<file path="src/rtl/buck_seq_defs.svh">
// Purpose: Constants for the buck fault and hiccup sequencer
// Assumes: 125 MHz system clock
// Notes: Definitions only
`ifndef BUCK_SEQ_DEFS_SVH
`define BUCK_SEQ_DEFS_SVH

// ----------------------------------------
// Pin vector layout
// ----------------------------------------
`define PIN_W 16
`define PIN_EN_OFF 0
`define PIN_EN_ON 1
`define PIN_UVLO 2
`define PIN_DRV_UV 3
`define PIN_IN_UV 4
`define PIN_OT 5
`define PIN_OUT_UV 6
`define PIN_HS_ILIM 7
`define PIN_LS_ILIM 8
`define PIN_SW_CYC 9
`define PIN_SYNC 10
`define PIN_POWER_GOOD 11
`define PIN_SS_DONE 12
`define PIN_DT_LO 13
`define PIN_DT_HI 15

// ----------------------------------------
// Register map
// ----------------------------------------
`define REG_AW 2
`define REG_DW 8
`define REG_CTRL 2'h0
`define REG_STATUS 2'h1
`define REG_HICCUPS 2'h2
`define CTRL_RESET 8'h01
`define CTRL_RUN_BIT 0
`define HICCUPS_MAX 8'hFF

// ----------------------------------------
// Timing and counts
// ----------------------------------------
`define CLK_HZ 125000000
`define HICCUP_TIME_MS 100
`define HICCUP_CYCLES (`HICCUP_TIME_MS * (`CLK_HZ / 1000))
`define HIC_W 24
`define OC_STEPS 4
`define OC_W 3

// ----------------------------------------
// Dead time in ns
// ----------------------------------------
`define DT_W 6
`define DT_DEFAULT_NS 6'h06
`define DT_STEP_NS 6'h06
`define DT_CODE_MAX 3'h7
`define DT_MAX_NS 6'h2A

`endif

</file>
<file path="src/rtl/buck_seq_pkg.sv">
// Purpose: Types for the buck fault and hiccup sequencer
// Assumes: Nothing
// Notes: Used by scoped name only
package buck_seq_pkg;
  typedef enum logic [2:0] {
    ST_OFF,
    ST_STANDBY,
    ST_SOFTSTART,
    ST_RUN,
    ST_HICCUP,
    ST_FAULT
  } seq_state_e;
endpackage

</file>
<file path="src/rtl/pin_sync_if.sv">
// Purpose: Carries raw pins to the filter and filtered levels back
// Assumes: One clock domain
// Notes: Width set by parameter
`timescale 1ns/1ns
`default_nettype none
interface pin_sync_if #(parameter int W = 16);
  logic [W-1:0] raw;
  logic [W-1:0] level;
  modport filt (input raw, output level);
  modport user (output raw, input level);
endinterface
`default_nettype wire

</file>
<file path="src/rtl/pin_filter.sv">
// Purpose: Three-stage pin synchroniser with agreement filter
// Assumes: Pins are asynchronous to clk_sys
// Notes: Level changes once stages two and three agree
`timescale 1ns/1ns
`default_nettype none
module pin_filter #(
  parameter int W = 16
) (
  input wire logic clk_sys,
  input wire logic rst_n,
  input wire logic clk_en,
  pin_sync_if.filt pins
);
  logic [W-1:0] s1_r;
  logic [W-1:0] s2_r;
  logic [W-1:0] s3_r;
  logic [W-1:0] lvl_r;

  // ----------------------------------------
  // Stages and filter
  // ----------------------------------------
  always_ff @(posedge clk_sys) begin
    if (!rst_n) begin
      s1_r <= '0;
      s2_r <= '0;
      s3_r <= '0;
    end else if (clk_en) begin
      s1_r <= pins.raw;
      s2_r <= s1_r;
      s3_r <= s2_r;
    end
  end

  always_ff @(posedge clk_sys) begin
    if (!rst_n) begin
      lvl_r <= '0;
    end else if (clk_en) begin
      lvl_r <= (s2_r & s3_r) | (lvl_r & (s2_r | s3_r));
    end
  end

  assign pins.level = lvl_r;
endmodule
`default_nettype wire

</file>
<file path="src/rtl/buck_fault_hiccup_sequencer.sv">
// Purpose: Fault combining, overcurrent hiccup and start-up sequencing
// Assumes: Deglitched analogue flags, pins asynchronous to clk_sys
// Notes: Registers on a plain strobe port, read data one cycle later
//
// Behaviour
// - Internal fault is drive-supply UV, input UV or over-temperature
// - External fault is output UV or overcurrent latch
// - Enable below low threshold fully disables and discharges regulators
// - Turn-on only with enable and UVLO input both above threshold
// - UVLO hysteresis current turns on once UVLO input is above threshold and enable is above low threshold
// - Sync input ignored during start-up and without power good
// - Current-limit detects count up once per switching cycle
// - Cycle without detect counts down, saturating at zero
// - Counter overflow sets the overcurrent latch
// - Latch stops driver and oscillator, soft-start retried after hiccup delay
// - Default dead time, increased by the select pins
// - Select code 111 gives 42 ns, 011 gives 18 ns
// - Overcurrent beyond four cycles causes hiccup then restart
// - Hiccup repeats while overload persists, run resumes once clear
// - Over-temperature stops operation, full power-up once flag clears
`timescale 1ns/1ns
`default_nettype none
`include "buck_seq_defs.svh"
module buck_fault_hiccup_sequencer #(
  parameter int unsigned HICCUP_CYCLES = `HICCUP_CYCLES,
  parameter int HIC_W = `HIC_W,
  parameter int OC_STEPS = `OC_STEPS
) (
  input wire logic clk_sys,
  input wire logic rst_n,
  input wire logic clk_en,
  input wire logic en_above_off,
  input wire logic en_above_on,
  input wire logic uvlo_above,
  input wire logic drive_supply_undervolt_flag,
  input wire logic input_undervolt_flag,
  input wire logic overtemp_flag,
  input wire logic output_undervolt_flag,
  input wire logic hs_ilim_det,
  input wire logic ls_ilim_det,
  input wire logic sw_cycle,
  input wire logic sync_in,
  input wire logic power_good,
  input wire logic ss_done,
  input wire logic deadtime_sel_0,
  input wire logic deadtime_sel_1,
  input wire logic deadtime_sel_2,
  input wire logic [`REG_AW-1:0] reg_addr,
  input wire logic [`REG_DW-1:0] reg_wdata,
  input wire logic reg_wr,
  input wire logic reg_rd,
  output logic [`REG_DW-1:0] reg_rdata,
  output logic internal_fault,
  output logic external_fault,
  output logic overcurrent_latch_flag,
  output logic ldo_enable,
  output logic ldo_discharge,
  output logic uvlo_hyst_en,
  output logic driver_enable,
  output logic osc_enable,
  output logic ss_enable,
  output logic sync_out,
  output logic [`DT_W-1:0] deadtime_ns
);
  // ----------------------------------------
  // Parameter checks
  // ----------------------------------------
  if (HICCUP_CYCLES < 1 || HICCUP_CYCLES >= (64'd1 << HIC_W)) begin : g_chk_hic
    $error("HICCUP_CYCLES does not fit HIC_W");
  end
  if (OC_STEPS < 1 || OC_STEPS >= (1 << `OC_W)) begin : g_chk_oc
    $error("OC_STEPS does not fit the counter");
  end

  // ----------------------------------------
  // Pin synchronisers
  // ----------------------------------------
  pin_sync_if #(.W(`PIN_W)) pins ();

  assign pins.raw = {deadtime_sel_2, deadtime_sel_1, deadtime_sel_0, ss_done, power_good,
                     sync_in, sw_cycle, ls_ilim_det, hs_ilim_det, output_undervolt_flag,
                     overtemp_flag, input_undervolt_flag, drive_supply_undervolt_flag,
                     uvlo_above, en_above_on, en_above_off};

  pin_filter #(.W(`PIN_W)) u_filter (
    .clk_sys(clk_sys),
    .rst_n(rst_n),
    .clk_en(clk_en),
    .pins(pins)
  );

  logic en_off_q;
  logic en_on_q;
  logic uvlo_q;
  logic int_src_q;
  logic out_uv_q;
  logic ilim_q;
  logic sw_q;
  logic sync_q;
  logic pg_q;
  logic ss_done_q;
  logic [2:0] dt_q;

  assign en_off_q = pins.level[`PIN_EN_OFF];
  assign en_on_q = pins.level[`PIN_EN_ON];
  assign uvlo_q = pins.level[`PIN_UVLO];
  assign int_src_q = pins.level[`PIN_DRV_UV] | pins.level[`PIN_IN_UV] | pins.level[`PIN_OT];
  assign out_uv_q = pins.level[`PIN_OUT_UV];
  assign ilim_q = pins.level[`PIN_HS_ILIM] | pins.level[`PIN_LS_ILIM];
  assign sw_q = pins.level[`PIN_SW_CYC];
  assign sync_q = pins.level[`PIN_SYNC];
  assign pg_q = pins.level[`PIN_POWER_GOOD];
  assign ss_done_q = pins.level[`PIN_SS_DONE];
  assign dt_q = pins.level[`PIN_DT_HI:`PIN_DT_LO];

  // ----------------------------------------
  // Registers
  // ----------------------------------------
  buck_seq_pkg::seq_state_e state_r;
  buck_seq_pkg::seq_state_e state_nxt;
  logic [`REG_DW-1:0] ctrl_r;
  logic [`REG_DW-1:0] hiccups_r;
  logic [`REG_DW-1:0] status_w;
  logic [`OC_W-1:0] oc_cnt_r;
  logic oc_latch_r;

  assign status_w = {oc_latch_r, oc_cnt_r[1:0], internal_fault, external_fault,
                     3'(state_r)};

  always_ff @(posedge clk_sys) begin
    if (!rst_n) begin
      ctrl_r <= `CTRL_RESET;
    end else if (clk_en && reg_wr && reg_addr == `REG_CTRL) begin
      ctrl_r <= reg_wdata;
    end
  end

  always_ff @(posedge clk_sys) begin
    if (!rst_n) begin
      reg_rdata <= '0;
    end else if (clk_en) begin
      if (reg_rd) begin
        unique case (reg_addr)
          `REG_CTRL: reg_rdata <= ctrl_r;
          `REG_STATUS: reg_rdata <= status_w;
          `REG_HICCUPS: reg_rdata <= hiccups_r;
          default: reg_rdata <= '0;
        endcase
      end else begin
        reg_rdata <= '0;
      end
    end
  end

  // ----------------------------------------
  // Fault combining
  // ----------------------------------------
  always_ff @(posedge clk_sys) begin
    if (!rst_n) begin
      internal_fault <= 1'b0;
      external_fault <= 1'b0;
    end else if (clk_en) begin
      internal_fault <= int_src_q;
      external_fault <= out_uv_q | oc_latch_r;
    end
  end

  // ----------------------------------------
  // Overcurrent counter and latch
  // ----------------------------------------
  logic sw_prev_r;
  logic det_seen_r;
  logic cyc_edge;
  logic cyc_det;
  logic switching;
  logic oc_overflow;
  logic hic_done;

  assign cyc_edge = sw_q & ~sw_prev_r;
  assign cyc_det = det_seen_r | ilim_q;
  assign switching = (state_r == buck_seq_pkg::ST_SOFTSTART) || (state_r == buck_seq_pkg::ST_RUN);
  assign oc_overflow = switching && cyc_edge && cyc_det && oc_cnt_r == `OC_W'(OC_STEPS);

  always_ff @(posedge clk_sys) begin
    if (!rst_n) begin
      sw_prev_r <= 1'b0;
      det_seen_r <= 1'b0;
    end else if (clk_en) begin
      sw_prev_r <= sw_q;
      det_seen_r <= cyc_edge ? 1'b0 : cyc_det;
    end
  end

  always_ff @(posedge clk_sys) begin
    if (!rst_n) begin
      oc_cnt_r <= '0;
    end else if (clk_en) begin
      if (!switching) begin
        oc_cnt_r <= '0;
      end else if (cyc_edge && cyc_det) begin
        if (oc_cnt_r != `OC_W'(OC_STEPS)) begin
          oc_cnt_r <= oc_cnt_r + `OC_W'(1);
        end
      end else if (cyc_edge && oc_cnt_r != '0) begin
        oc_cnt_r <= oc_cnt_r - `OC_W'(1);
      end
    end
  end

  always_ff @(posedge clk_sys) begin
    if (!rst_n) begin
      oc_latch_r <= 1'b0;
    end else if (clk_en) begin
      if (oc_overflow) begin
        oc_latch_r <= 1'b1;
      end else if (state_nxt == buck_seq_pkg::ST_SOFTSTART
                   && state_r != buck_seq_pkg::ST_SOFTSTART) begin
        oc_latch_r <= 1'b0;
      end
    end
  end

  // ----------------------------------------
  // Hiccup timer
  // ----------------------------------------
  logic [HIC_W-1:0] hic_cnt_r;

  assign hic_done = hic_cnt_r == HIC_W'(HICCUP_CYCLES - 1);

  always_ff @(posedge clk_sys) begin
    if (!rst_n) begin
      hic_cnt_r <= '0;
    end else if (clk_en) begin
      if (state_r == buck_seq_pkg::ST_HICCUP && !hic_done) begin
        hic_cnt_r <= hic_cnt_r + HIC_W'(1);
      end else begin
        hic_cnt_r <= '0;
      end
    end
  end

  always_ff @(posedge clk_sys) begin
    if (!rst_n) begin
      hiccups_r <= '0;
    end else if (clk_en && oc_overflow && hiccups_r != `HICCUPS_MAX) begin
      hiccups_r <= hiccups_r + `REG_DW'(1);
    end
  end

  // ----------------------------------------
  // Sequencer
  // ----------------------------------------
  always_comb begin
    state_nxt = state_r;
    if (!en_off_q) begin
      state_nxt = buck_seq_pkg::ST_OFF;
    end else begin
      unique case (state_r)
        buck_seq_pkg::ST_OFF: begin
          if (en_on_q) begin
            state_nxt = buck_seq_pkg::ST_STANDBY;
          end
        end
        buck_seq_pkg::ST_STANDBY: begin
          if (!en_on_q) begin
            state_nxt = buck_seq_pkg::ST_OFF;
          end else if (uvlo_q && !internal_fault && ctrl_r[`CTRL_RUN_BIT]) begin
            state_nxt = buck_seq_pkg::ST_SOFTSTART;
          end
        end
        buck_seq_pkg::ST_SOFTSTART, buck_seq_pkg::ST_RUN: begin
          if (internal_fault) begin
            state_nxt = buck_seq_pkg::ST_FAULT;
          end else if (oc_latch_r) begin
            state_nxt = buck_seq_pkg::ST_HICCUP;
          end else if (!uvlo_q || !ctrl_r[`CTRL_RUN_BIT]) begin
            state_nxt = buck_seq_pkg::ST_STANDBY;
          end else if (state_r == buck_seq_pkg::ST_SOFTSTART && ss_done_q) begin
            state_nxt = buck_seq_pkg::ST_RUN;
          end else if (state_r == buck_seq_pkg::ST_RUN && external_fault) begin
            state_nxt = buck_seq_pkg::ST_HICCUP;
          end
        end
        buck_seq_pkg::ST_HICCUP: begin
          if (internal_fault) begin
            state_nxt = buck_seq_pkg::ST_FAULT;
          end else if (hic_done) begin
            state_nxt = buck_seq_pkg::ST_SOFTSTART;
          end
        end
        buck_seq_pkg::ST_FAULT: begin
          if (!internal_fault) begin
            state_nxt = buck_seq_pkg::ST_STANDBY;
          end
        end
        default: state_nxt = buck_seq_pkg::ST_OFF;
      endcase
    end
  end

  always_ff @(posedge clk_sys) begin
    if (!rst_n) begin
      state_r <= buck_seq_pkg::ST_OFF;
    end else if (clk_en) begin
      state_r <= state_nxt;
    end
  end

  // ----------------------------------------
  // Power-stage outputs
  // ----------------------------------------
  always_ff @(posedge clk_sys) begin
    if (!rst_n) begin
      ldo_enable <= 1'b0;
      ldo_discharge <= 1'b1;
      driver_enable <= 1'b0;
      osc_enable <= 1'b0;
      ss_enable <= 1'b0;
      overcurrent_latch_flag <= 1'b0;
    end else if (clk_en) begin
      ldo_enable <= state_nxt != buck_seq_pkg::ST_OFF;
      ldo_discharge <= state_nxt == buck_seq_pkg::ST_OFF;
      driver_enable <= state_nxt == buck_seq_pkg::ST_SOFTSTART
                       || state_nxt == buck_seq_pkg::ST_RUN;
      osc_enable <= state_nxt == buck_seq_pkg::ST_SOFTSTART
                    || state_nxt == buck_seq_pkg::ST_RUN;
      ss_enable <= state_nxt == buck_seq_pkg::ST_SOFTSTART || state_nxt == buck_seq_pkg::ST_RUN;
      overcurrent_latch_flag <= oc_latch_r;
    end
  end

  always_ff @(posedge clk_sys) begin
    if (!rst_n) begin
      uvlo_hyst_en <= 1'b0;
    end else if (clk_en) begin
      uvlo_hyst_en <= uvlo_q && en_off_q;
    end
  end

  always_ff @(posedge clk_sys) begin
    if (!rst_n) begin
      sync_out <= 1'b0;
    end else if (clk_en) begin
      sync_out <= sync_q && pg_q && state_r == buck_seq_pkg::ST_RUN;
    end
  end

  always_ff @(posedge clk_sys) begin
    if (!rst_n) begin
      deadtime_ns <= `DT_DEFAULT_NS;
    end else if (clk_en) begin
      if (dt_q == 3'h0) begin
        deadtime_ns <= `DT_DEFAULT_NS;
      end else begin
        deadtime_ns <= `DT_W'(dt_q * `DT_STEP_NS);
      end
    end
  end

  // ----------------------------------------
  // Assertions
  // ----------------------------------------
  property p_int_fault;
    @(posedge clk_sys) disable iff (!rst_n)
    clk_en && int_src_q |=> internal_fault;
  endproperty
  a_int_fault: assert property (p_int_fault) else $error("internal fault missed");

  property p_ext_fault;
    @(posedge clk_sys) disable iff (!rst_n)
    clk_en && oc_latch_r |=> external_fault && overcurrent_latch_flag;
  endproperty
  a_ext_fault: assert property (p_ext_fault) else $error("external fault missed");

  property p_disable;
    @(posedge clk_sys) disable iff (!rst_n)
    clk_en && !en_off_q |=> ldo_discharge && !ldo_enable && !driver_enable;
  endproperty
  a_disable: assert property (p_disable) else $error("not disabled");

  property p_turn_on;
    @(posedge clk_sys) disable iff (!rst_n)
    state_r == buck_seq_pkg::ST_STANDBY ##1 state_r == buck_seq_pkg::ST_SOFTSTART
      |-> $past(uvlo_q) && $past(en_on_q);
  endproperty
  a_turn_on: assert property (p_turn_on) else $error("turn-on without uvlo");

  property p_hyst;
    @(posedge clk_sys) disable iff (!rst_n)
    clk_en && uvlo_q && en_off_q |=> uvlo_hyst_en;
  endproperty
  a_hyst: assert property (p_hyst) else $error("hysteresis source off");

  property p_sync_gate;
    @(posedge clk_sys) disable iff (!rst_n)
    clk_en && !(pg_q && state_r == buck_seq_pkg::ST_RUN) |=> !sync_out;
  endproperty
  a_sync_gate: assert property (p_sync_gate) else $error("sync passed early");

  property p_overflow;
    @(posedge clk_sys) disable iff (!rst_n)
    clk_en && switching && cyc_edge && cyc_det && oc_cnt_r == `OC_W'(OC_STEPS)
      |=> oc_latch_r ##1 !driver_enable;
  endproperty
  a_overflow: assert property (p_overflow) else $error("overflow not latched");

  property p_floor;
    @(posedge clk_sys) disable iff (!rst_n)
    clk_en && cyc_edge && !cyc_det && oc_cnt_r == '0 |=> oc_cnt_r == '0;
  endproperty
  a_floor: assert property (p_floor) else $error("counter wrapped");

  property p_stop;
    @(posedge clk_sys) disable iff (!rst_n)
    clk_en && oc_latch_r && state_nxt != buck_seq_pkg::ST_SOFTSTART
      |=> !driver_enable && !osc_enable;
  endproperty
  a_stop: assert property (p_stop) else $error("driver on during latch");

  property p_dt_max;
    @(posedge clk_sys) disable iff (!rst_n)
    clk_en && dt_q == `DT_CODE_MAX |=> deadtime_ns == `DT_MAX_NS;
  endproperty
  a_dt_max: assert property (p_dt_max) else $error("dead time code 7 wrong");

  property p_restart_clear;
    @(posedge clk_sys) disable iff (!rst_n)
    state_r == buck_seq_pkg::ST_HICCUP ##1 state_r == buck_seq_pkg::ST_SOFTSTART
      |-> oc_cnt_r == '0 && !oc_latch_r;
  endproperty
  a_restart_clear: assert property (p_restart_clear) else $error("latch kept");

  c_hiccup: cover property (@(posedge clk_sys) disable iff (!rst_n)
    state_r == buck_seq_pkg::ST_HICCUP ##1 state_r == buck_seq_pkg::ST_SOFTSTART);
  c_run: cover property (@(posedge clk_sys) disable iff (!rst_n)
    state_r == buck_seq_pkg::ST_RUN);
  c_fault: cover property (@(posedge clk_sys) disable iff (!rst_n)
    state_r == buck_seq_pkg::ST_FAULT ##1 state_r == buck_seq_pkg::ST_STANDBY);
  c_sync: cover property (@(posedge clk_sys) disable iff (!rst_n) sync_out);
endmodule
`default_nettype wire

</file>
<file path="config.mk">
export PLATFORM = sky130hd
export DESIGN_NAME = buck_fault_hiccup_sequencer
export DESIGN_NICKNAME = d
export VERILOG_FILES = /design/src/rtl/buck_seq_pkg.sv /design/src/rtl/pin_sync_if.sv /design/src/rtl/pin_filter.sv /design/src/rtl/buck_fault_hiccup_sequencer.sv
export VERILOG_INCLUDE_DIRS = /design/src /design/src/rtl
export SDC_FILE = /design/constraint.sdc
export NUM_CORES = 1
export LEC_CHECK = 0
export BUFFER_PORTS_ARGS = -buffer_cell sky130_fd_sc_hd__buf_2
export CAP_MARGIN = 20
export CORE_AREA = 3 3 122 124
export DETAILED_ROUTE_END_ITERATION = 10
export DIE_AREA = 0 0 125 127
export SLEW_MARGIN = 20
export SYNTH_ARGS = -nofsm -noshare
export SYNTH_HDL_FRONTEND = slang
export SYNTH_HIERARCHICAL = 1
export SYNTH_SLANG_ARGS = --single-unit
</file>
<file path="constraint.sdc">
create_clock -name clk_sys -period 4.96 [get_ports clk_sys]
set_input_delay 0 -clock clk_sys [delete_from_list [all_inputs] [get_ports clk_sys]]
set_output_delay 0 -clock clk_sys [all_outputs]
set_load 0.005 [all_outputs]
</file>
Yosys cells after proc, flatten, opt, wreduce, memory -nomap -nowiden --
Cells that the tools add are included.
Operators by class: bitwise operators 11, muxes and demuxes 24, $add $sub $neg 4, $mul 1, reductions and logical operators 35, equal/unequal tests 16
Operators with widths (count):
- $mux 3 | 16
- $and 16x16->16 | 2
- $or 16x16->16 | 2
- $add 24x1->24 const B | 1
- $eq 24x24->1 const B | 1
- $mux 24 | 1
- $pmux 8 s3 | 1
- $logic_and 1x1->1 | 18
- $pmux 3 s5 | 1
- $eq 3x2->1 const B | 4
- $eq 3x3->1 const B | 3
- $logic_not 3->1 | 3
- $add 8x1->8 const B | 1
- $mux 8 | 1
- $ne 8x8->1 const B | 1
- $mux 6 | 1
- $ne 3x2->1 const B | 2
- $reduce_bool 3->1 | 2
- $mul 3x2->5 const B | 1
- $or 1x1->1 | 5
- $logic_not 1->1 | 4
- $add 3x1->3 const B | 1
- $eq 3x1->1 const B | 1
- $logic_or 1x1->1 | 3
- other kinds (13) | 15
Storage, ports and cells: logic and storage cells 113, output and inout bits 24, register bits after elaboration 135

Logic depth before layout (Yosys ltp) --
depth after elaboration 13, mapped depth 8

Modules after synthesis --
Netlist, hierarchy kept.
Modules (own cells, without submodules):
- buck_fault_hiccup_sequencer | times used 1, sequential area each 1401.3 µm², cells each 405, area each 3474.6 µm²
- pin_filter | times used 1, sequential area each 1281.2 µm², cells each 258, area each 2707.6 µm²

Worst setup path before layout --
No wires, ideal clock.
path kind flip-flop to flip-flop, from register u_filter.lvl_r[9], in the netlist u_filter/pins.level[9], to register oc_cnt_r[2], buffers on the path 0, setup slack 3167 ps, arrival 1661 ps, data required time 4828 ps, period minus slack after synthesis 1793 ps, stages on the path, launching flop included 8, setup time 132 ps, cells stage by stage dfxtp_1 nor2b_1 nand2_1 fa_1 and3b_1 o21ai_0 mux2i_1 a21oi_1
Between the ends: word-level cells in the longest chain between the ends 4, elaborated cells on any way between the ends 8
Ends and longest elaborated chain:
- start, declared | RTL line pin_filter.sv:17 | logic [W-1:0] lvl_r;
- start signal, assigned | RTL line pin_filter.sv:38 | lvl_r <= (s2_r & s3_r) | (lvl_r & (s2_r | s3_r));
- $and 1x1->1 (*) | RTL line buck_fault_hiccup_sequencer.sv:179 | assign cyc_edge = sw_q & ~sw_prev_r;
- $logic_and 1x1->1, on equally long branches | RTL line buck_fault_hiccup_sequencer.sv:200, buck_fault_hiccup_sequencer.sv:204
- $ne 3x2->1 (no line) (tied with other cells)
- $reduce_and 3->1 (no line) / $mux 3 (equally long branches)
- end signal, assigned | RTL line buck_fault_hiccup_sequencer.sv:202 | oc_cnt_r <= oc_cnt_r + `OC_W'(1);
- end signal, assigned | RTL line buck_fault_hiccup_sequencer.sv:205 | oc_cnt_r <= oc_cnt_r - `OC_W'(1);
- end, declared | RTL line buck_fault_hiccup_sequencer.sv:124 | logic [`OC_W-1:0] oc_cnt_r;
Mark *: on every way between the ends. The rest lies on a longest branch, timed or not. A chain may end at the register's enable or synchronous reset.

Worst setup path after layout --
from register state_r[1], to register hiccups_r[4]
Between the ends: word-level cells in the longest chain between the ends 7, elaborated cells on any way between the ends 8
Ends and longest elaborated chain:
- start, declared | RTL line buck_fault_hiccup_sequencer.sv:119 | buck_seq_pkg::seq_state_e state_r;
- start signal, assigned | RTL line buck_fault_hiccup_sequencer.sv:303 | state_r <= buck_seq_pkg::ST_OFF;
- start signal, assigned | RTL line buck_fault_hiccup_sequencer.sv:305 | state_r <= state_nxt;
- $eq 3x2->1 | RTL line buck_fault_hiccup_sequencer.sv:181 | assign switching = (state_r == buck_seq_pkg::ST_SOFTSTART) || (state_r == buck_seq_pkg::ST_RUN);
- $logic_or 1x1->1 (*) | RTL line buck_fault_hiccup_sequencer.sv:181
- $logic_and 1x1->1 (*) (3 in a row) | RTL line buck_fault_hiccup_sequencer.sv:182 | assign oc_overflow = switching && cyc_edge && cyc_det && oc_cnt_r == `OC_W'(OC_STEPS);
- $logic_and 1x1->1 (*) | RTL line buck_fault_hiccup_sequencer.sv:245 | end else if (clk_en && oc_overflow && hiccups_r != `HICCUPS_MAX) begin
- $logic_and 1x1->1 (no line) (*)
- end signal, assigned | RTL line buck_fault_hiccup_sequencer.sv:246 | hiccups_r <= hiccups_r + `REG_DW'(1);
- end, declared | RTL line buck_fault_hiccup_sequencer.sv:122 | logic [`REG_DW-1:0] hiccups_r;
Marked as above.

==> impl_metrics.env <==
export IMPL_finalSetupTns_ns=0
export IMPL_tightest_slew_ns=1.080
export IMPL_area_growth_pct=16.84
export IMPL_setup_violations_final=0
export IMPL_path_class="reg -> reg"
export IMPL_antenna_left=0
export IMPL_syn_inst=663
export IMPL_power_density_mw_per_mm2=340.4
export IMPL_post_route_util=0.5204
export IMPL_routed_wl_um=12490
export IMPL_start_kind="flop"
export IMPL_finalCriticalPeriod_ns=2.107
export IMPL_p_leak_nw=2.753
export IMPL_slowest_delay_ns=0.55
export IMPL_cts_tree="done"
export IMPL_seq_area_mm2=0.002683
export IMPL_synth_edf_count=0
export IMPL_vdd_ir_drop_max_mv=0.2318
export IMPL_critical_path_required_ns=5.23
export IMPL_grt_pass1_wl_um=21130
export IMPL_async_flop_share=0
export IMPL_design_area_mm2=0.007223
export IMPL_hold_violations=0
export IMPL_avgSynthCellArea_um2=9.325
export IMPL_use_met3=0.03637
export IMPL_antenna_found_initial=0
export IMPL_drive_above_1_share=0.1548
export IMPL_numCtsBuffers=17
export IMPL_cts_repair_resized=0
export IMPL_crit_path_max_fanout=12
export IMPL_grt_ovfl_total=0
export IMPL_skew_ns=0.006387
export IMPL_grt_busiest_layer="met2"
export IMPL_hpwl_um=8267
export IMPL_dp_cells=854
export IMPL_power_internal_mw=1.909
export IMPL_yosysUniqueCellTypes=57
export IMPL_clock_sinks=134
export IMPL_synth_seq_cells=134
export IMPL_globalRouteMet1Util=0.2108
export IMPL_dieArea_mm2=0.01588
export IMPL_period_share=0.4248
export IMPL_pwr_share_comb=0.053
export IMPL_fp_dieH_um=127
export IMPL_layout_common_cells="dfxtp_1 (134), nor2_1 (106), mux2i_1 (68)"
export IMPL_yosysWarnings=6
export IMPL_n_antenna_cell=0
export IMPL_grt_use_total=0.1607
export IMPL_slowest_stage="dfxtp_1"
export IMPL_cp_arrival_ns=2.37
export IMPL_path_cells="and3b_1 > nand4_1 > nor4b_1 > xnor2_1 > nor2_1"
export IMPL_syn_num_nets=702
export IMPL_yosys_most_used_dff="dfxtp_1"
export IMPL_multi_input_comb_area_mm2=0.003112
export IMPL_insertion_delay_ns=0.42
export IMPL_avgRoutedWirePerCell_um=13.72
export IMPL_io_pins=55
export IMPL_port_buffers=53
export IMPL_cts_max_path_buffers=2
export IMPL_routed_via_density=5.176
export IMPL_worstHoldPathType="in -> reg"
export IMPL_drv_slew=0
export IMPL_grt_max_degree=65
export IMPL_ys_seq_area_frac=0.4339
export IMPL_placed_area_mm2=0.006406
export IMPL_cap_violations=0
export IMPL_layout_nets=756
export IMPL_swShare=0.2235
export IMPL_vias=4710
export IMPL_grt_pass1_vias=4499
export IMPL_p_switching_mw=0.5495
export IMPL_syn_cell_area_mm2=0.006182
export IMPL_cts_root_buf="clkbuf_16"
export IMPL_fp_row_count=43
export IMPL_pwr_share_clk=0.494
export IMPL_drcViolationCount=0
export IMPL_start_util=0.4454
export IMPL_clk_pin_slew_ns=0.06
export IMPL_p_total_mw=2.459
export IMPL_drtIter0Drc=296
export IMPL_outcome="finished, final reports clean"
export IMPL_met2_usage=0.2591
export IMPL_rsz0062_at_grt="no"
export IMPL_cts_htree_levels=4
export IMPL_fillers=1292
export IMPL_instances_no_fill=910
export IMPL_coreArea_mm2=0.01388
export IMPL_gp_congestion=0.8187
export IMPL_fmax_mhz=474.6
export IMPL_power_share_sequential=0.453
export IMPL_dieWidth_um=125
export IMPL_post_cts_setup_buffers=0
export IMPL_layout_commonest_cell="dfxtp_1"
export IMPL_relSlewSlack=0.2779
export IMPL_end_kind="flop"
export IMPL_first_pass_iters=5
export IMPL_hold_buffers=24
## layer usage
metal  wire length [µm]  share of wire
met2               5617           0.45
met5                  0              0
met3                474          0.038
met4                214          0.017
met1               6180           0.49
## final cells by class
type,count,area share
repair buffers,79,0.07241
flip-flops and latches,134,0.3714
clock inverters,11,0.01750
multi-input cells,458,0.4308
clock buffers,21,0.06236
inverters,27,0.01438
well taps,180,0.03118
## worst max-delay path, delay by kind of cell, from the launching register on
kind	cells	cell delay [ns]
and+or+nand+nor	4	1.24
DFF	1	0.55
xor gates and xnor gates	1	0.16
## synth_stat cells, drive strengths merged (2+ instances only)
cell type | count | area share
nor2 | 107 | 0.065
ha | 6 | 0.012
nor2b | 20 | 0.028
nand4 | 12 | 0.012
buf | 28 | 0.037
mux2i | 68 | 0.11
a211oi | 4 | 0.0057
inv | 27 | 0.017
nand2b | 3 | 0.0030
o2bb2ai | 8 | 0.011
nor4b | 4 | 0.0057
o32ai | 16 | 0.042
and3 | 3 | 0.0030
nor4 | 4 | 0.0051
a21oi | 39 | 0.032
and2 | 13 | 0.013
nand2 | 43 | 0.026
and4 | 6 | 0.0085
and3b | 2 | 0.0028
nor3 | 14 | 0.011
dfxtp | 134 | 0.43
xnor2 | 11 | 0.016
clkbuf | 16 | 0.0099
nand3 | 15 | 0.012
xor2 | 19 | 0.027
or3 | 3 | 0.0030
o21ai | 16 | 0.015
nor3b | 3 | 0.0036
fa | 2 | 0.0065
## sequential cells by signal, indices dropped and copies added, names as in the netlist, 3 cells and up
register	flops
state_r	3
reg_rdata	8
u_filter/pins.level	16
oc_cnt_r	3
u_filter/s1_r	16
ctrl_r	8
deadtime_ns	5
hic_cnt_r	24
hiccups_r	8
u_filter/s2_r	16
u_filter/s3_r	16
## cell families after synthesis
| kind of cell | after synthesis | share of synthesized area |
|---|---|---|
| AND/OR/NAND/NOR | 255 | 0.2074 |
| flip-flops | 134 | 0.4339 |
| AO/OA/AOI/OAI | 96 | 0.1231 |
| buffers and inverters | 71 | 0.06375 |
| multiplexers | 68 | 0.1101 |
| XOR/XNOR | 30 | 0.04250 |
| adder cells (fa/ha/maj) | 8 | 0.01862 |
| other | 1 | 0.0006066 |
## through the flow
stage | hold WS [ns] | worst slack (ns)
2_1_floorplan | 0.1285 | 3.167
3_3_place_gp | 0.2350 | 2.789
3_5_place_dp | 0.2345 | 2.743
4_1_cts | 0.1002 | 2.825
5_1_grt | 0.1489 | 2.655
6_report | 0.1051 | 2.853
## power groups by stage
| stage | clock, mW | sequential, mW | combinational [mW] |
|---|---|---|---|
| floorplan | 0 | 1.13 | 0.102 |
| global placement | 0 | 1.14 | 0.115 |
| finish | 1.21 | 1.11 | 0.131 |
| detailed placement | 0 | 1.14 | 0.118 |
| global route | 1.29 | 1.12 | 0.146 |
| CTS | 1.24 | 1.11 | 0.133 |
## path summary, 6_finish.rpt
path,startpoint,to,slack (ns),depth (start not counted)
setup / recovery,state_r[1],hiccups_r[4],2.85,5
hold / removal,rst_n,deadtime_ns[2],0.11,2
setup reg to reg,state_r[1],hiccups_r[4],2.85,5
hold reg to reg,u_filter/s3_r[5],u_filter/pins.level[5],0.47,2
Power figures use the tool's default switching activity.
